File: src/pkg/dlct_pkg.sv
// shared constants and types for the dual counter/timer block
package dlct_pkg;

	// register byte addresses
	localparam logic [7:0] DLCT_OFF_T0_LOW = 8'h00;
	localparam logic [7:0] DLCT_OFF_T0_HIGH = 8'h04;
	localparam logic [7:0] DLCT_OFF_T1_LOW = 8'h08;
	localparam logic [7:0] DLCT_OFF_T1_HIGH = 8'h0C;
	localparam logic [7:0] DLCT_OFF_CTRL = 8'h10;
	localparam logic [7:0] DLCT_OFF_MODE = 8'h14;
	localparam logic [7:0] DLCT_OFF_CLKCTL = 8'h18;
	localparam logic [7:0] DLCT_OFF_IRQCFG = 8'h1C;
	localparam logic [7:0] DLCT_OFF_IRQEN = 8'h20;

	// control register: run bit 4 and flag bit 5 for timer 0, plus 2 per timer
	localparam int DLCT_CTRL_RUN_BIT = 4;
	localparam int DLCT_CTRL_FLAG_BIT = 5;
	localparam int DLCT_CTRL_STRIDE = 2;
	// mode register: one nibble per timer
	localparam int DLCT_MODE_SEL_LSB = 0;
	localparam int DLCT_MODE_CT_BIT = 2;
	localparam int DLCT_MODE_GATE_BIT = 3;
	localparam int DLCT_MODE_STRIDE = 4;
	// clock control: scale bits 1:0, system clock select bit 3 (+1 per timer)
	localparam int DLCT_CLK_SCALE_LSB = 0;
	localparam int DLCT_CLK_SYS_BIT = 3;
	// gate polarity bit 3 (+4 per timer), interrupt enable bit 1 (+2 per timer)
	localparam int DLCT_POL_BIT = 3;
	localparam int DLCT_POL_STRIDE = 4;
	localparam int DLCT_IRQEN_BIT = 1;
	localparam int DLCT_IRQEN_STRIDE = 2;

	localparam logic [7:0] DLCT_RST_BYTE = 8'h00;
	localparam logic [5:0] DLCT_RST_PRE = 6'h00;

	// prescaler: divide ratios for scale codes 0..3, shared wrap of 48
	localparam logic [5:0] DLCT_PRE_DIV0 = 6'h0C;
	localparam logic [5:0] DLCT_PRE_DIV1 = 6'h04;
	localparam logic [5:0] DLCT_PRE_DIV2 = 6'h30;
	localparam logic [5:0] DLCT_PRE_DIV3 = 6'h08;
	localparam logic [5:0] DLCT_PRE_LAST = 6'h2F;

	localparam logic [1:0] DLCT_RESP_OKAY = 2'h0;
	localparam logic [1:0] DLCT_RESP_SLVERR = 2'h2;

	typedef enum logic [1:0] {
		DLCT_MODE_13 = 2'b00,
		DLCT_MODE_16 = 2'b01,
		DLCT_MODE_8R = 2'b10,
		DLCT_MODE_HOLD = 2'b11
	} dlct_mode_t;

endpackage

File: src/rtl/dlct_timer.sv
// one counter/timer channel: event pin sampling, enable and count
`timescale 1ns/1ns
`default_nettype none
module dlct_timer import dlct_pkg::*; (
	input wire logic clk,
	input wire logic rst_n,
	input wire logic tick_pre,
	input wire dlct_mode_t mode,
	input wire logic ct_sel,
	input wire logic sys_sel,
	input wire logic gate_bit,
	input wire logic gate_act,
	input wire logic run,
	input wire logic event_pin,
	input wire logic wr_lo,
	input wire logic wr_hi,
	input wire logic [7:0] wdata,
	output logic [7:0] count_lo,
	output logic [7:0] count_hi,
	output logic ovf
);

	typedef struct packed {
		logic sync1;
		logic sync2;
		logic prev;
		logic [7:0] lo;
		logic [7:0] hi;
	} dlct_tmr_st_t;

	dlct_tmr_st_t s_r;
	dlct_tmr_st_t s_nxt;
	logic fall;
	logic tick;
	logic en;
	logic [12:0] c13;
	logic [15:0] c16;

	always_comb begin
		s_nxt = s_r;
		ovf = 1'b0;
		s_nxt.sync1 = event_pin;
		s_nxt.sync2 = s_r.sync1;
		s_nxt.prev = s_r.sync2;
		fall = s_r.prev & ~s_r.sync2;
		tick = ct_sel ? fall : (sys_sel ? 1'b1 : tick_pre);
		en = run & (~gate_bit | gate_act) & tick;
		c13 = {s_r.hi, s_r.lo[4:0]} + 13'h0001;
		c16 = {s_r.hi, s_r.lo} + 16'h0001;
		if (en) begin
			unique case (mode)
				DLCT_MODE_13: begin
					// high byte plus five low bits
					s_nxt.hi = c13[12:5];
					s_nxt.lo[4:0] = c13[4:0];
					ovf = &{s_r.hi, s_r.lo[4:0]};
				end
				DLCT_MODE_16: begin
					s_nxt.hi = c16[15:8];
					s_nxt.lo = c16[7:0];
					ovf = &{s_r.hi, s_r.lo};
				end
				DLCT_MODE_8R: begin
					if (&s_r.lo) begin
						s_nxt.lo = s_r.hi;
						ovf = 1'b1;
					end else begin
						s_nxt.lo = s_r.lo + 8'h01;
					end
				end
				DLCT_MODE_HOLD: begin
					s_nxt.lo = s_r.lo;
				end
			endcase
		end
		if (wr_lo) begin
			s_nxt.lo = wdata;
		end
		if (wr_hi) begin
			s_nxt.hi = wdata;
		end
	end

	always_ff @(posedge clk) begin
		if (!rst_n) begin
			s_r <= '0;
		end else begin
			s_r <= s_nxt;
		end
	end

	assign count_lo = s_r.lo;
	assign count_hi = s_r.hi;

endmodule
`default_nettype wire

File: src/rtl/dlct_top.sv
// dual counter/timer with an AXI4-Lite register slave
// Behaviour
// - each timer has a 16-bit count read and written as low and high bytes
// - each timer takes its mode from its own bits of the shared mode register
// - 13-bit mode: high byte holds top eight bits, low bits 4..0 the rest
// - 13-bit wrap sets the timer's overflow flag and requests an interrupt
// - counter select set: count falling edges of the timer's event pin
// - counter select clear: system clock or prescaled clock per clock-source bit
// - event rates up to a quarter of the system clock are counted
// - count only when run set and gate off or gate input active
// - timer 0 gated by irq input 0, timer 1 by input 1, polarity programmable
// - setting run leaves the count registers untouched
// - 16-bit mode works like 13-bit mode with all sixteen bits
// - auto-reload: low byte counts, wrap sets flag and reloads from high byte
// - timer 1 offers the same modes with its own bits
// - clock source is event pin, system clock or a prescaled clock
// - overflow request passes only when that timer's enable bit is set
// - overflow flag stays set until software or interrupt entry clears it
//
// Implementation choices: the register offsets and the AXI4-Lite register port.
`timescale 1ns/1ns
`default_nettype none
module dlct_top import dlct_pkg::*; (
	input wire logic CORE_CLK,
	input wire logic RST_N,
	input wire logic [7:0] S_AXI_AWADDR,
	input wire logic S_AXI_AWVALID,
	output logic S_AXI_AWREADY,
	input wire logic [31:0] S_AXI_WDATA,
	input wire logic [3:0] S_AXI_WSTRB,
	input wire logic S_AXI_WVALID,
	output logic S_AXI_WREADY,
	output logic [1:0] S_AXI_BRESP,
	output logic S_AXI_BVALID,
	input wire logic S_AXI_BREADY,
	input wire logic [7:0] S_AXI_ARADDR,
	input wire logic S_AXI_ARVALID,
	output logic S_AXI_ARREADY,
	output logic [31:0] S_AXI_RDATA,
	output logic [1:0] S_AXI_RRESP,
	output logic S_AXI_RVALID,
	input wire logic S_AXI_RREADY,
	input wire logic T0_EVENT_PIN,
	input wire logic T1_EVENT_PIN,
	input wire logic EXT_IRQ0_INPUT,
	input wire logic EXT_IRQ1_INPUT,
	input wire logic T0_IRQ_ACK,
	input wire logic T1_IRQ_ACK,
	output logic T0_IRQ_REQ,
	output logic T1_IRQ_REQ
);

	localparam int NT = 2;

	typedef struct packed {
		logic aw_got;
		logic w_got;
		logic [7:0] awaddr;
		logic [7:0] wdata;
		logic wstb;
		logic bvalid;
		logic [1:0] bresp;
		logic rvalid;
		logic [7:0] rdata;
		logic [1:0] rresp;
		logic [1:0] run;
		logic [1:0] flag;
		logic [7:0] mode_reg;
		logic [7:0] clk_reg;
		logic [7:0] cfg_reg;
		logic [7:0] irq_en_reg;
		logic [5:0] pre_cnt;
	} dlct_st_t;

	dlct_st_t s_r;
	dlct_st_t s_nxt;

	logic wr_fire;
	logic wr_hit;
	logic rd_hit;
	logic [7:0] rd_data;
	logic tick_pre;
	logic [5:0] pre_div;
	logic [1:0] scale;
	logic [NT-1:0] ack;
	logic [NT-1:0] pins;
	logic [NT-1:0] gate_in;
	logic [NT-1:0] ovf;
	logic [NT-1:0] wr_lo;
	logic [NT-1:0] wr_hi;
	logic [7:0] cnt_lo [NT];
	logic [7:0] cnt_hi [NT];
	logic [7:0] ctrl_view;

	assign ack = {T1_IRQ_ACK, T0_IRQ_ACK};
	assign pins = {T1_EVENT_PIN, T0_EVENT_PIN};
	assign gate_in = {EXT_IRQ1_INPUT, EXT_IRQ0_INPUT};

	// bus handshakes
	assign S_AXI_AWREADY = ~s_r.aw_got & ~s_r.bvalid;
	assign S_AXI_WREADY = ~s_r.w_got & ~s_r.bvalid;
	assign S_AXI_ARREADY = ~s_r.rvalid;
	assign wr_fire = s_r.aw_got & s_r.w_got & ~s_r.bvalid;

	// prescaler tick for the chosen divide ratio
	assign scale = s_r.clk_reg[DLCT_CLK_SCALE_LSB +: 2];
	always_comb begin
		unique case (scale)
			2'h0: pre_div = DLCT_PRE_DIV0;
			2'h1: pre_div = DLCT_PRE_DIV1;
			2'h2: pre_div = DLCT_PRE_DIV2;
			2'h3: pre_div = DLCT_PRE_DIV3;
		endcase
		tick_pre = (s_r.pre_cnt % pre_div) == (pre_div - 6'h01);
	end

	// control view: reserved low bits read zero
	always_comb begin
		ctrl_view = DLCT_RST_BYTE;
		for (int i = 0; i < NT; i++) begin
			ctrl_view[DLCT_CTRL_RUN_BIT + DLCT_CTRL_STRIDE * i] = s_r.run[i];
			ctrl_view[DLCT_CTRL_FLAG_BIT + DLCT_CTRL_STRIDE * i] = s_r.flag[i];
		end
	end

	// write address decode
	always_comb begin
		unique case (s_r.awaddr)
			DLCT_OFF_T0_LOW, DLCT_OFF_T0_HIGH,
			DLCT_OFF_T1_LOW, DLCT_OFF_T1_HIGH,
			DLCT_OFF_CTRL, DLCT_OFF_MODE,
			DLCT_OFF_CLKCTL, DLCT_OFF_IRQCFG,
			DLCT_OFF_IRQEN: wr_hit = 1'b1;
			default: wr_hit = 1'b0;
		endcase
	end

	always_comb begin
		wr_lo = '0;
		wr_hi = '0;
		if (wr_fire && s_r.wstb) begin
			wr_lo[0] = s_r.awaddr == DLCT_OFF_T0_LOW;
			wr_hi[0] = s_r.awaddr == DLCT_OFF_T0_HIGH;
			wr_lo[1] = s_r.awaddr == DLCT_OFF_T1_LOW;
			wr_hi[1] = s_r.awaddr == DLCT_OFF_T1_HIGH;
		end
	end

	// read mux
	always_comb begin
		rd_hit = 1'b1;
		unique case (S_AXI_ARADDR)
			DLCT_OFF_T0_LOW: rd_data = cnt_lo[0];
			DLCT_OFF_T0_HIGH: rd_data = cnt_hi[0];
			DLCT_OFF_T1_LOW: rd_data = cnt_lo[1];
			DLCT_OFF_T1_HIGH: rd_data = cnt_hi[1];
			DLCT_OFF_CTRL: rd_data = ctrl_view;
			DLCT_OFF_MODE: rd_data = s_r.mode_reg;
			DLCT_OFF_CLKCTL: rd_data = s_r.clk_reg;
			DLCT_OFF_IRQCFG: rd_data = s_r.cfg_reg;
			DLCT_OFF_IRQEN: rd_data = s_r.irq_en_reg;
			default: begin
				rd_data = DLCT_RST_BYTE;
				rd_hit = 1'b0;
			end
		endcase
	end

	always_comb begin
		s_nxt = s_r;
		s_nxt.pre_cnt = (s_r.pre_cnt == DLCT_PRE_LAST) ? DLCT_RST_PRE :
			s_r.pre_cnt + 6'h01;

		// write channel capture, either order
		if (S_AXI_AWVALID && S_AXI_AWREADY) begin
			s_nxt.aw_got = 1'b1;
			s_nxt.awaddr = S_AXI_AWADDR;
		end
		if (S_AXI_WVALID && S_AXI_WREADY) begin
			s_nxt.w_got = 1'b1;
			s_nxt.wdata = S_AXI_WDATA[7:0];
			s_nxt.wstb = S_AXI_WSTRB[0];
		end
		if (s_r.bvalid && S_AXI_BREADY) begin
			s_nxt.bvalid = 1'b0;
		end

		if (wr_fire) begin
			s_nxt.aw_got = 1'b0;
			s_nxt.w_got = 1'b0;
			s_nxt.bvalid = 1'b1;
			s_nxt.bresp = wr_hit ? DLCT_RESP_OKAY : DLCT_RESP_SLVERR;
			if (s_r.wstb) begin
				unique case (s_r.awaddr)
					DLCT_OFF_CTRL: begin
						for (int i = 0; i < NT; i++) begin
							s_nxt.run[i] =
								s_r.wdata[DLCT_CTRL_RUN_BIT + DLCT_CTRL_STRIDE * i];
							s_nxt.flag[i] =
								s_r.wdata[DLCT_CTRL_FLAG_BIT + DLCT_CTRL_STRIDE * i];
						end
					end
					DLCT_OFF_MODE: s_nxt.mode_reg = s_r.wdata;
					DLCT_OFF_CLKCTL: s_nxt.clk_reg = s_r.wdata;
					DLCT_OFF_IRQCFG: s_nxt.cfg_reg = s_r.wdata;
					DLCT_OFF_IRQEN: s_nxt.irq_en_reg = s_r.wdata;
					default: s_nxt.mode_reg = s_r.mode_reg;
				endcase
			end
		end

		for (int i = 0; i < NT; i++) begin
			if (ack[i]) begin
				s_nxt.flag[i] = 1'b0;
			end
			if (ovf[i]) begin
				s_nxt.flag[i] = 1'b1;
			end
		end

		// read channel
		if (s_r.rvalid && S_AXI_RREADY) begin
			s_nxt.rvalid = 1'b0;
		end
		if (S_AXI_ARVALID && S_AXI_ARREADY) begin
			s_nxt.rvalid = 1'b1;
			s_nxt.rdata = rd_data;
			s_nxt.rresp = rd_hit ? DLCT_RESP_OKAY : DLCT_RESP_SLVERR;
		end
	end

	always_ff @(posedge CORE_CLK) begin
		if (!RST_N) begin
			s_r <= '0;
		end else begin
			s_r <= s_nxt;
		end
	end

	for (genvar g = 0; g < NT; g++) begin : g_tmr
		logic [3:0] nib;
		logic pol;
		assign nib = s_r.mode_reg[DLCT_MODE_STRIDE * g +: DLCT_MODE_STRIDE];
		assign pol = s_r.cfg_reg[DLCT_POL_BIT + DLCT_POL_STRIDE * g];

		dlct_timer u_tmr (
			.clk(CORE_CLK),
			.rst_n(RST_N),
			.tick_pre(tick_pre),
			.mode(dlct_mode_t'(nib[DLCT_MODE_SEL_LSB +: 2])),
			.ct_sel(nib[DLCT_MODE_CT_BIT]),
			.sys_sel(s_r.clk_reg[DLCT_CLK_SYS_BIT + g]),
			.gate_bit(nib[DLCT_MODE_GATE_BIT]),
			.gate_act(gate_in[g] == pol),
			.run(s_r.run[g]),
			.event_pin(pins[g]),
			.wr_lo(wr_lo[g]),
			.wr_hi(wr_hi[g]),
			.wdata(s_r.wdata),
			.count_lo(cnt_lo[g]),
			.count_hi(cnt_hi[g]),
			.ovf(ovf[g])
		);
	end

	assign T0_IRQ_REQ = s_r.flag[0] & s_r.irq_en_reg[DLCT_IRQEN_BIT];
	assign T1_IRQ_REQ = s_r.flag[1] & s_r.irq_en_reg[DLCT_IRQEN_BIT + DLCT_IRQEN_STRIDE];

	// bus outputs
	assign S_AXI_BVALID = s_r.bvalid;
	assign S_AXI_BRESP = s_r.bresp;
	assign S_AXI_RVALID = s_r.rvalid;
	assign S_AXI_RRESP = s_r.rresp;
	assign S_AXI_RDATA = {24'h000000, s_r.rdata};

endmodule
`default_nettype wire

File: config.mk
export PLATFORM = sky130hd
export DESIGN_NAME = dlct_top
export DESIGN_NICKNAME = d
export VERILOG_FILES = /design/src/pkg/dlct_pkg.sv /design/src/rtl/dlct_timer.sv /design/src/rtl/dlct_top.sv
export SDC_FILE = /design/constraint.sdc
export NUM_CORES = 1
export LEC_CHECK = 0
export ABC_AREA = 1
export BUFFER_PORTS_ARGS = -buffer_cell sky130_fd_sc_hd__buf_4
export CORE_ASPECT_RATIO = 0.9
export CORE_UTILIZATION = 30
export CTS_BUF_LIST = sky130_fd_sc_hd__clkbuf_8
export DETAILED_ROUTE_END_ITERATION = 7
export PLACE_DENSITY_LB_ADDON = 0.05
export SYNTH_ARGS = -nofsm -noshare
export SYNTH_HDL_FRONTEND = slang
export SYNTH_SLANG_ARGS = --single-unit
File: constraint.sdc
create_clock -name CORE_CLK -period 6.25 [get_ports CORE_CLK]
set_input_delay 0.3125 -clock CORE_CLK [delete_from_list [all_inputs] [get_ports CORE_CLK]]
set_output_delay 0.3125 -clock CORE_CLK [all_outputs]
set_load 0.01 [all_outputs]
# Word level (Yosys, flattened, before mapping)
# Index checks and enable logic that the tools add are counted.
[word_totals]
mem_bits_rw = 0
out_inout_bits = 43
mem_bits_ro = 0
n_memories = 0
latch_bits = 0
reg_bits = 113
[op_classes]
n_reduce_logical = 50
add_sub_neg = 8
bitwise = 23
shift = 0
n_mux = 47
n_eq_ne = 31
div_mod_pow = 1
n_mul = 0
magnitude_cmp = 0
[op_table]
columns = ["op", "count"]
rows = [
  ["2-to-1 mux 8 bit", 10],
  ["case mux 8 bit (9 select lines)", 1],
  ["2-to-1 mux 34 bit", 2],
  ["== test 8 x 5 -> 1 bit, second input constant", 8],
  ["adder 16 x 1 -> 16 bit, second input constant", 2],
  ["== test 8 x 4 -> 1 bit, second input constant", 4],
  ["2-to-1 mux 16 bit", 2],
  ["case mux 8 bit (2 select lines)", 2],
  ["AND reduction 16 bit", 2],
  ["case mux 5 bit (3 select lines)", 2],
  ["nonzero test 3 bit", 10],
  ["adder 13 x 1 -> 13 bit, second input constant", 2],
  ["AND reduction 13 bit", 2],
  ["case mux 6 bit (4 select lines)", 1],
  ["AND reduction 3 bit", 7],
  ["OR reduction 9 bit", 2],
  ["adder 8 x 1 -> 8 bit, second input constant", 2],
  ["== test 8 x 3 -> 1 bit, second input constant", 2],
  ["== test 8 x 6 -> 1 bit, second input constant", 2],
  ["logical NOT 8 bit", 2],
  ["2-to-1 mux 1 bit", 16],
  ["AND reduction 8 bit", 2],
  ["AND 1 bit", 12],
  ["== test 2 bit, second input constant", 6],
  ["other kinds (20)", 57],
]

# Logic depth before layout (Yosys ltp)
# Gate-level depths: netlist of run 1.
[depth]
word_depth = 10
depth_mapped = 43
depth_no_buf = 43

# Hierarchy
# Synthesis of run 1 repeated with hierarchy kept, for this count alone.
[unflattened]
cells_unflattened = 1234
area_unflattened_um2 = 7921.3
[modules_own_cells]
columns = ["module", "seq_area_each_um2", "instances", "cells_each", "area_each_um2"]
rows = [
  ["dlct_top", 1461.4, 1, 666, 4455.5],
  ["dlct_timer", 380.4, 2, 284, 1732.9],
]

# Worst setup path before layout of run 1
# Ideal clock, no wire load.
[synth_path]
kind = "register to register"
startpoint = "register s_r[23] (netlist name)"
endpoint = "register g_tmr[0].u_tmr.s_r (netlist bit g_tmr[0].u_tmr.count_hi[4])"
arrival_ps = 4696
period_less_slack_ps = 4765
setup_slack_ps = 1485
path_stages_with_launch = 38
setup_ps = 69
path_cell_list = "dfxtp_1 -> inv_1 -> ha_1 -> nor2_1 -> ha_1 -> nand2_1 -> nand2_1 -> inv_1 -> ha_1 -> nand2_1 -> nand3_1 -> nand2_1 -> nand2_1 -> nand2_1 -> ha_1 -> nand2_1 -> nand3b_1 -> nand2_1 -> [2 not listed] -> nand3_1 -> nand2_1 -> inv_1 -> ha_1 -> a21oi_1 -> nand2_2 -> nor2_8 -> nand2_2 -> o211ai_1 -> nand2_1 -> nand3b_1 -> nor2_2 -> nand2_2 -> nand2_4 -> nand3_4 -> nand2_4 -> nand2_1 -> a21oi_2"
[synth_between]
elab_chain_len = 9
word_cells_on_any_way = 13
[synth_rtl]
columns = ["element", "line", "rtl"]
rows = [
  ["start, declared", "dlct_top.sv:75", "dlct_st_t s_r;"],
  ["start signal, assigned", "dlct_top.sv:236", "s_r <= s_nxt;"],
  ["== test 2 bit, or another cell as far along", "dlct_top.sv:108", "unique case (scale)"],
  ["case mux 6 bit (4 select lines) *", "dlct_top.sv:108", ""],
  ["modulo 6 x 6 -> 6 bit / subtractor 6 x 1 -> 6 bit (equally long branches)", "dlct_top.sv:114", "tick_pre = (s_r.pre_cnt % pre_div) == (pre_div - 6'h01);"],
  ["== test 6 bit *", "dlct_top.sv:114", ""],
  ["2-to-1 mux 1 bit * (2 in series)", "dlct_timer.sv:46", "tick = ct_sel ? fall : (sys_sel ? 1'b1 : tick_pre);"],
  ["AND 1 bit *", "dlct_timer.sv:47", "en = run & (~gate_bit | gate_act) & tick;"],
  ["nonzero test 2 bit (no source line) *", "n/a", ""],
  ["AND reduction 2 bit (no source line) *", "n/a", ""],
  ["end signal, assigned", "dlct_timer.sv:88", "s_r <= s_nxt;"],
  ["end, declared", "dlct_timer.sv:31", "dlct_tmr_st_t s_r;"],
]
# Every way passes the cells marked *; elsewhere a longest branch is shown, timed or not. The select of a mux whose other input is x is not followed.
# A chain may end at the register's enable or synchronous reset.

# Worst setup path in the final report of run 1
[layout_path]
startpoint = "register s_r[22] (netlist name)"
endpoint = "register g_tmr[0].u_tmr.s_r (netlist bit g_tmr[0].u_tmr.count_hi[0])"
# The elaborated chain is that of the path after synthesis.

==> flow_summary.rst, run 1 <==
.. list-table::
   :header-rows: 1

   * - Metric
     - Value
   * - Post-synthesis to final-layout area growth
     - 10.5%
   * - Critical path's largest stage delay
     - 350 ps
   * - Distinct cells, synth
     - 48
   * - Leading register cell type out of synthesis
     - dfxtp_1
   * - Total of max-cap violations
     - 0
   * - Worst clock skew
     - 22.5 ps
   * - Warnings from Yosys
     - 0
   * - Count of pins over their slew limit
     - 0
   * - Final worst setup slack
     - 918 ps
   * - Number of rows created at floorplan
     - 53
   * - Critical path buffers and inverters
     - 5
   * - Initial antenna violation count
     - 0
   * - PostCTS Resize Cnt
     - 0
   * - Kind of start point of the critical path
     - register
   * - Final-stage net count
     - 1172
   * - Final Hold Vio Count
     - 0
   * - Sequential cell area
     - between 0.002 and 0.0025 sq mm
   * - Reg2reg setup slack
     - 920 ps
   * - Post-CTS setup repair buffer count
     - 0
   * - Die Footprint
     - 0.0244 sq mm
   * - Worst-path cell with the longest stage delay
     - dfxtp_1
   * - CP Launch Point
     - s_r[22]
   * - Count of cell instances traversed by the critical path
     - 38
   * - Cell with the most instances on the worst path
     - nand2_1
   * - Crit path kind
     - register to register
   * - Latest clock arrival within the worst-skew pair
     - ~400 ps
   * - Maximum clock frequency
     - 188 MHz
   * - Actual slew at the worst max-slew pin
     - 1070 ps
   * - Required time reported for the critical path endpoint
     - 6590 ps
   * - Diode insertion count for antenna repair
     - 0
   * - Static leakage
     - approximately 3.1 nW
   * - Setup violation total in the final timing report
     - 0
   * - Placed cell areas
     - 0.00766 sq mm
   * - Cts bufs inserted
     - 9
   * - Run status
     - finished clean
   * - Total congestion overflow after global routing
     - 0
   * - Worst path top cell family by delay
     - simple AND/OR/NAND/NOR gates
   * - Worst reg2reg path depth
     - 38
   * - Multi-input logic area
     - slightly above 0.004 sq mm
   * - Count of flip-flops with a built-in enable after synthesis
     - 0
   * - Horizontal die dimension
     - 164 um
   * - Clock Sink Count
     - around 110
   * - Clock tree from TritonCTS
     - done
   * - Fraction of layout instances using a drive strength above 1
     - 0.120
   * - Share of the clock period used by the worst path
     - 0.853
   * - Master cell of the clock root buffer
     - clkbuf_8
   * - Final-layout setup total negative slack
     - 0 ps
   * - H-tree lvl count
     - 3
   * - RR Startpoint
     - s_r[22]
   * - Cell area after layout
     - 0.00787 sq mm
   * - Number of buffers between clock root and the deepest sink
     - 2
   * - Count of boundary I/O pins
     - 108
   * - Fillcell total
     - 2612
   * - Critical path data arrival time
     - 5670 ps
   * - Proportion of synthesized chip area in sequential cells
     - 0.312
   * - Routability cong.
     - 0.834
   * - Via count
     - 6694
   * - Remaining design rule violation count
     - 0
   * - Clock slew at the register clock pins of the worst setup and hold paths
     - 120 ps
   * - Peak VDD IR
     - ~150 uV
   * - Crit Path Max Fanout
     - 10
   * - Mapped Avg Cell Area
     - 6.82 sq um
   * - DR WL/cell
     - 16.6 um
   * - Final hold slack
     - a little under 80 ps
   * - Post-Syn Area
     - 0.00712 sq mm
   * - Die height
     - 148 um
   * - First-pass GRT wire length
     - 36400 um
   * - Last element of the critical path
     - g_tmr[0].u_tmr.count_hi[0]
   * - Number of register bits inferred by synthesis
     - 111
   * - Number of iterations in the first detailed-routing pass
     - 5
   * - Non-Filler Instances
     - between 1000 and 1500
   * - R2r endpoint
     - g_tmr[0].u_tmr.count_hi[0]
   * - Hold-fix buffers, CTS
     - 0
   * - Routed wire length
     - 22900 um
   * - Relative slew margins
     - 0.281
   * - Fin crit period
     - 5330 ps
   * - Core occupancy in the finished layout
     - 0.337
   * - Type of the worst min-delay path
     - input port to register
   * - Cell count after placement
     - 1368
   * - Placement-stage worst setup slack
     - 858 ps
   * - Post-DR vias/cell
     - 4.84
   * - Kind of end point of the critical path
     - register
   * - RSZ-0062 raised after global routing
     - no
   * - Pwr Total
     - 1.36 mW
   * - Via count of the first global-routing pass
     - about 6200
   * - IO buf count
     - 54
   * - Start point of the worst hold path
     - S_AXI_BREADY
   * - Number of nets with antenna violations after detailed routing
     - 0
   * - 1st-iter DRT viols
     - 378
   * - Placed wire-length estimate after detailed placement
     - 17400 um
   * - Share of async-settable or async-resettable flops after synthesis
     - 0
   * - Power per cell area
     - 172 mW/mm^2
   * - Maximum number of pins on one net before global-route repair
     - 56
   * - GRT Util Overall
     - 0.197
   * - Starting utilization of the core area
     - 0.305
   * - Cells after synthesis
     - between 1000 and 1500
   * - Core Area
     - about 0.023 sq mm
-- how the worst min path moves through the flow --
stage,endpoint,slack (ps),cells after the start
after floorplan,g_tmr[0].u_tmr.s_nxt[16],390,2
after global placement,g_tmr[0].u_tmr.s_nxt[16],390,2
after detailed placement,g_tmr[0].u_tmr.s_nxt[16],400,2
after CTS,S_AXI_BVALID,50,2
after global routing,S_AXI_BVALID,50,2
final,S_AXI_BVALID,80,2
-- cell families (layout without fill, tap and decap cells) --
logic type | Yosys count | after routing | synth area share
DFF | 111 | 111 | 0.312
adders and majority gates | 30 | 30 | 0.0527
and+or+nand+nor | 433 | 433 | 0.284
buffers and inverters | 206 | 218 | 0.128
AOI/OAI and AO/OA | 254 | 254 | 0.211
xor gates and xnor gates | 10 | 10 | 0.0123
other | 1 | 26 | 0.000527
-- placed cells by master (no fill, tap or decap), types with 3 or more instances in the layout --
cell type,instances
o211ai_1,6
nand3_1,78
dfxtp_1,111
nor2_2,3
nand2_4,4
inv_1,140
xnor2_1,5
nor2_1,95
a21oi_1,81
nand3_2,4
inv_2,5
nand3b_1,7
o21ai_0,87
nor3_2,6
ha_1,30
a221oi_1,12
o21bai_1,3
o21ai_1,4
o22ai_1,15
buf_4,57
a211oi_1,18
nand2_1,188
o31ai_1,4
or2_2,4
conb_1,26
a21oi_2,12
clkbuf_8,10
nand2_2,9
nor3_1,14
nand3_4,4
nand4_1,10
xor2_1,5
-- power breakdown --
part	internal (mW)	total, mW	leakage, nW	switching, mW
logic	0.0399	0.133	2.11	0.0929
registers	0.725	0.737	0.901	0.0129
clock network	0.204	0.487	0.111	0.283
total	0.968	1.36	3.12	0.389
-- cell type report --
cell class / instances / share of cell area
clock buffer: 10 / 0.0175
clock inverter: 6 / 0.00954
inverter: 145 / 0.0692
multi-input combinational: 753 / 0.519
sequential: 111 / 0.282
tap: 302 / 0.0480
timing repair buffer: 57 / 0.0544
-- state kept, by name, summed over array words and instances, names as in the netlist, 2 cells and up --
signal / cells
s_r: 47
g_tmr.u_tmr.count_hi: 16
g_tmr.u_tmr.count_lo: 16
S_AXI_RDATA: 8
g_tmr.nib: 8
ctrl_view: 4
g_tmr.u_tmr.s_nxt: 4
g_tmr.pol: 2
g_tmr.u_tmr.s_r: 2
-- worst reg2reg max path, delay by kind of cell (launching register included) --
family	cells	cell delay [ps]
compound gates	3	390
fa+ha+maj	5	1410
buf+inv	5	440
flops	1	350
simple gates	25	2680
-- synth_stat cells, types with 7 or more instances --
cell type | count | area (sq um)
a21oi_2 | 12 | 105
nor2_1 | 95 | 357
clkbuf_1 | 24 | 90.1
dfxtp_1 | 111 | 2220
nor3_1 | 14 | 70.1
a21oi_1 | 81 | 405
a221oi_1 | 12 | 105
ha_1 | 30 | 375
nand4_1 | 10 | 62.6
nand3b_1 | 7 | 52.6
a211oi_1 | 18 | 135
nand2_2 | 9 | 56.3
o21ai_0 | 87 | 435
nand2_1 | 188 | 706
nand3_1 | 78 | 390
o22ai_1 | 15 | 93.8
buf_4 | 36 | 270
inv_1 | 140 | 526
-- routing by layer --
metal | track usage | wire length [um]
met2 | 0.293 | 9630
met4 | 0.0349 | 171
met3 | 0.0312 | 958
met5 | 0 | 0
met1 | 0.297 | 12200
Note: power is estimated with default switching activity, not from simulation.
==> inputs of run 2 (changes only) <==
- SYNTH_HIERARCHICAL: not set -> 1
==> run 2 against run 1 <==
Compared with the run above:
- flip-flop and latch count unchanged
- sequential power increased by 2.8%
- die area increased by 11%
- critical path type unchanged
==> flow_summary.rst, run 2 <==
.. list-table::
   :header-rows: 1

   * - Metric
     - Value
   * - Number of nets with antenna violations after detailed routing
     - 0 (unchanged)
   * - Diode insertion count for antenna repair
     - 0 (unchanged)
   * - Required time reported for the critical path endpoint
     - 6550 ps (was 6590 ps)
   * - Die height
     - 156 um (was 148 um)
   * - Post-Syn Area
     - 0.00792 sq mm (was 0.00712 sq mm)
   * - Maximum clock frequency
     - 179 MHz (was 188 MHz)
   * - Relative slew margins
     - 0.488 (was 0.281)
   * - Worst reg2reg path depth
     - 41 (was 38)
   * - Kind of start point of the critical path
     - register (unchanged)
   * - Simple-gate portion of the synthesized area
     - 0.362 (was 0.284)
   * - Die Footprint
     - 0.0271 sq mm (was 0.0244 sq mm)
   * - Worst clock skew
     - 25.8 ps (was 22.5 ps)
   * - Leading cell types in the layout, fill and taps excluded
     - nand2_1 (252), nor2_1 (175), inv_1 (165), dfxtp_1 (110), nand3_1 (91) (was nand2_1 (188), inv_1 (140), dfxtp_1 (111), nor2_1 (95), o21ai_0 (87))
   * - IO buf count
     - 54 (unchanged)
   * - H-tree lvl count
     - 3 (unchanged)
   * - Count of boundary I/O pins
     - 108 (unchanged)
   * - Cell type contributing the most total cell area after synthesis
     - dfxtp_1 (unchanged)
   * - 1st-iter DRT viols
     - 621 (was 378)
   * - Reg2reg setup slack
     - 680 ps (was 920 ps)
   * - Cell with the most instances on the worst path
     - nand2_1 (unchanged)
   * - Peak-usage layer in the global routing report
     - met2 (was met1)
   * - Count of pins over their slew limit
     - 0 (unchanged)
   * - Remaining design rule violation count
     - 0 (unchanged)
   * - Fin crit period
     - 5570 ps (was 5330 ps)
   * - Post-DR vias/cell
     - 4.59 (was 4.84)
   * - Final worst setup slack
     - 675 ps (was 918 ps)
   * - Met1 usage
     - 0.284 (was 0.297)
   * - Horizontal die dimension
     - 173 um (was 164 um)
   * - Power per cell area
     - 162 mW/mm^2 (was 172 mW/mm^2)
   * - GRT Util Overall
     - 0.190 (was 0.197)
   * - Clock slew at the register clock pins of the worst setup and hold paths
     - 140 ps (was 120 ps)
   * - Via count
     - 7317 (was 6694)
   * - Share of async-settable or async-resettable flops after synthesis
     - 0 (unchanged)
   * - GRT met3 Usage
     - 0.0307 (was 0.0312)
   * - Leading register cell type out of synthesis
     - dfxtp_1 (unchanged)
   * - Placed wire-length estimate after detailed placement
     - 19200 um (was 17400 um)
   * - RSZ-0062 raised after global routing
     - no (unchanged)
   * - Setup violation total in the final timing report
     - 0 (unchanged)
   * - Warnings from Yosys
     - 6 (was 0)
   * - Hold-fix buffers, CTS
     - 0 (unchanged)
   * - DR WL/cell
     - 15.7 um (was 16.6 um)
   * - Total of max-cap violations
     - 0 (unchanged)
   * - Number of register bits inferred by synthesis
     - 111 (unchanged)
   * - Number of rows created at floorplan
     - 56 (was 53)
   * - Number of buffers between clock root and the deepest sink
     - 2 (unchanged)
   * - Total congestion overflow after global routing
     - 0 (unchanged)
   * - Post-synthesis compound-gate area fraction
     - 0.130 (was 0.211)
   * - Register bank with the most flops
     - s_r (unchanged)
   * - Most common library cell in the layout ignoring fill and taps
     - nand2_1 (unchanged)
   * - Arithmetic-cell share of the synthesized area counting full adders, half adders and majority gates
     - 0.0474 (was 0.0527)
   * - Main area contributors after synthesis
     - dfxtp_1 (28%), nand2_1 (12%), nor2_1 (8.4%), inv_1 (7.9%), buf_4 (6.5%) (was dfxtp_1 (31%), nand2_1 (9.9%), inv_1 (7.4%), o21ai_0 (6.1%), a21oi_1 (5.7%))
   * - Fraction of met2 tracks used by global routing
     - 0.285 (was 0.293)
   * - Fraction of layout instances using a drive strength above 1
     - 0.128 (was 0.120)
   * - Critical path data arrival time
     - 5880 ps (was 5670 ps)
   * - Clock Sink Count
     - 111 (unchanged)
   * - Top-area cell type share of the netlist area
     - 0.281 (was 0.312)
   * - Run status
     - finished clean (unchanged)
   * - Mapped Avg Cell Area
     - 6.42 sq um (was 6.82 sq um)
   * - Final Hold Vio Count
     - 0 (unchanged)
   * - Crit Path Max Fanout
     - 8 (was 10)
   * - Post-synthesis to final-layout area growth
     - 7.69% (was 10.5%)
   * - Distinct cells, synth
     - 41 (was 48)
   * - Cts bufs inserted
     - 9 (unchanged)
   * - Final-stage net count
     - 1337 (was 1172)
   * - Crit path kind
     - register to register (unchanged)
   * - Cells after synthesis
     - 1234 (was 1045)
   * - Peak VDD IR
     - 109 uV (was 154 uV)
   * - Critical path's largest stage delay
     - 430 ps (was 350 ps)
   * - Number of cells traversed by the worst hold path
     - 3 (was 2)
   * - Share of the clock period used by the worst path
     - 0.892 (was 0.853)
   * - Starting utilization of the core area
     - 0.305 (about the same)
   * - Static leakage
     - 3.70 nW (was 3.12 nW)
   * - Initial antenna violation count
     - 0 (unchanged)
   * - Latest clock arrival within the worst-skew pair
     - 420 ps (was 400 ps)
   * - Number of iterations in the first detailed-routing pass
     - 7 (was 5)
   * - Via count of the first global-routing pass
     - 6705 (was 6233)
   * - Count of flip-flops with a built-in enable after synthesis
     - 0 (unchanged)
   * - Actual slew at the worst max-slew pin
     - 767 ps (was 1070 ps)
   * - Core Area
     - 0.0260 sq mm (was 0.0233 sq mm)
   * - Maximum number of pins on one net before global-route repair
     - 61 (was 56)
   * - Final-layout setup total negative slack
     - 0 ps (unchanged)
   * - Commonest cells in the synthesized netlist
     - nand2_1 (253), nor2_1 (177), inv_1 (166) (was nand2_1 (188), inv_1 (140), dfxtp_1 (111))
   * - Area share of xor/xnor cells in the synthesized design
     - 0.0177 (was 0.0123)
   * - Fillcell total
     - 2968 (was 2612)
   * - Type of the worst min-delay path
     - input port to register (unchanged)
   * - First-pass GRT wire length
     - 39500 um (was 36400 um)
   * - Worst-path cell with the longest stage delay
     - ha_2 (was dfxtp_1)
   * - Routed wire length
     - 25100 um (was 22900 um)
   * - Master cell of the clock root buffer
     - clkbuf_8 (unchanged)
   * - Clock tree from TritonCTS
     - done (unchanged)
   * - Placement-stage worst setup slack
     - 348 ps (was 858 ps)
   * - Library cell with the highest instance count after synthesis
     - nand2_1 (unchanged)
   * - Routability cong.
     - 0.873 (was 0.834)
   * - Proportion of synthesized chip area in sequential cells
     - 0.281 (was 0.312)
   * - Multiplexer share of the synthesized area
     - 0 (unchanged)
   * - Max FFs per register
     - 47 (unchanged)
   * - Combinational family with the most area after synthesis
     - simple AND/OR/NAND/NOR gates (unchanged)
   * - Kind of end point of the critical path
     - register (unchanged)
-- run 2: cell types whose count changed in the layout (fill, tap and decap cells not counted), moves of 13 or more --
cell / before / now
nor2_1: 95 / 175
nand3_1: 78 / 91
a211oi_1: 18 / 0
inv_1: 140 / 165
nand2_1: 188 / 252
nor2_4: 1 / 14
-- run 2: area by class of cell --
class	count	area (sq um)	share of cell area
Multi-Input combinational cell	880	4530	0.531
Sequential cell	111	2220	0.261
Inverter	180	678	0.0795
Timing Repair Buffer	60	450	0.0528
Tap cell	348	435	0.0510
Clock buffer	9	124	0.0145
Clock inverter	7	93.8	0.0110
-- run 2: timing repair --
action / 4_1_cts / 5_1_grt
endpoints found under the setup margin: 0 / 29
buffers inserted: 0 / 2
gates resized for setup: 0 / 9
-- run 2: where the power goes --
part	internal (mW)	switching, mW
logic	0.0451	0.0810
registers	0.725	0.0334
clock network	0.173	0.328
-- run 2: worst paths after layout --
check / start / to
max: s_r[22] / g_tmr[1].u_tmr/count_hi[4]
max reg2reg: s_r[22] / g_tmr[1].u_tmr/count_hi[4]
min reg2reg: g_tmr[0].u_tmr/s_nxt[17] / g_tmr[0].u_tmr/s_nxt[16]
min: T0_EVENT_PIN / g_tmr[0].u_tmr/s_nxt[17]
-- run 2: critical path: cells and delay by family, from the launching register on --
kind | cells | cell delay (ps)
flip-flops | 1 | 370
AND/OR/NAND/NOR | 28 | 2900
adder cells (fa/ha/maj) | 4 | 1400
AO/OA/AOI/OAI | 3 | 430
buffers and inverters | 6 | 400
-- run 2: per-layer routing --
layer	wire length (um)	part of all wire
met1	13500	0.54
met2	10300	0.41
met3	1080	0.043
met4	238	0.0095
met5	0	0
-- run 2: cells by family (layout without fill, tap and decap cells) --
kind of cell / after synthesis / count (layout)
adders and majority gates: 30 / 30
other: 1 / 26
DFF: 111 / 111
xor gates and xnor gates: 16 / 16
buffers and inverters: 268 / 256
AOI/OAI and AO/OA: 190 / 190
and+or+nand+nor: 618 / 618
-- run 2: metrics by stage --
step	cells	total power, mW	instance area (sq um)	hold WS (ps)	util
floorplan	1259	0.848	8020	390	-
global placement	1577	0.903	8270	395	0.318
detailed placement	1577	0.902	8270	395	0.318
CTS	1593	1.41	8490	30.2	0.327
global route	1595	1.45	8530	30.7	0.328
finish	1595	1.39	8530	60.8	0.328
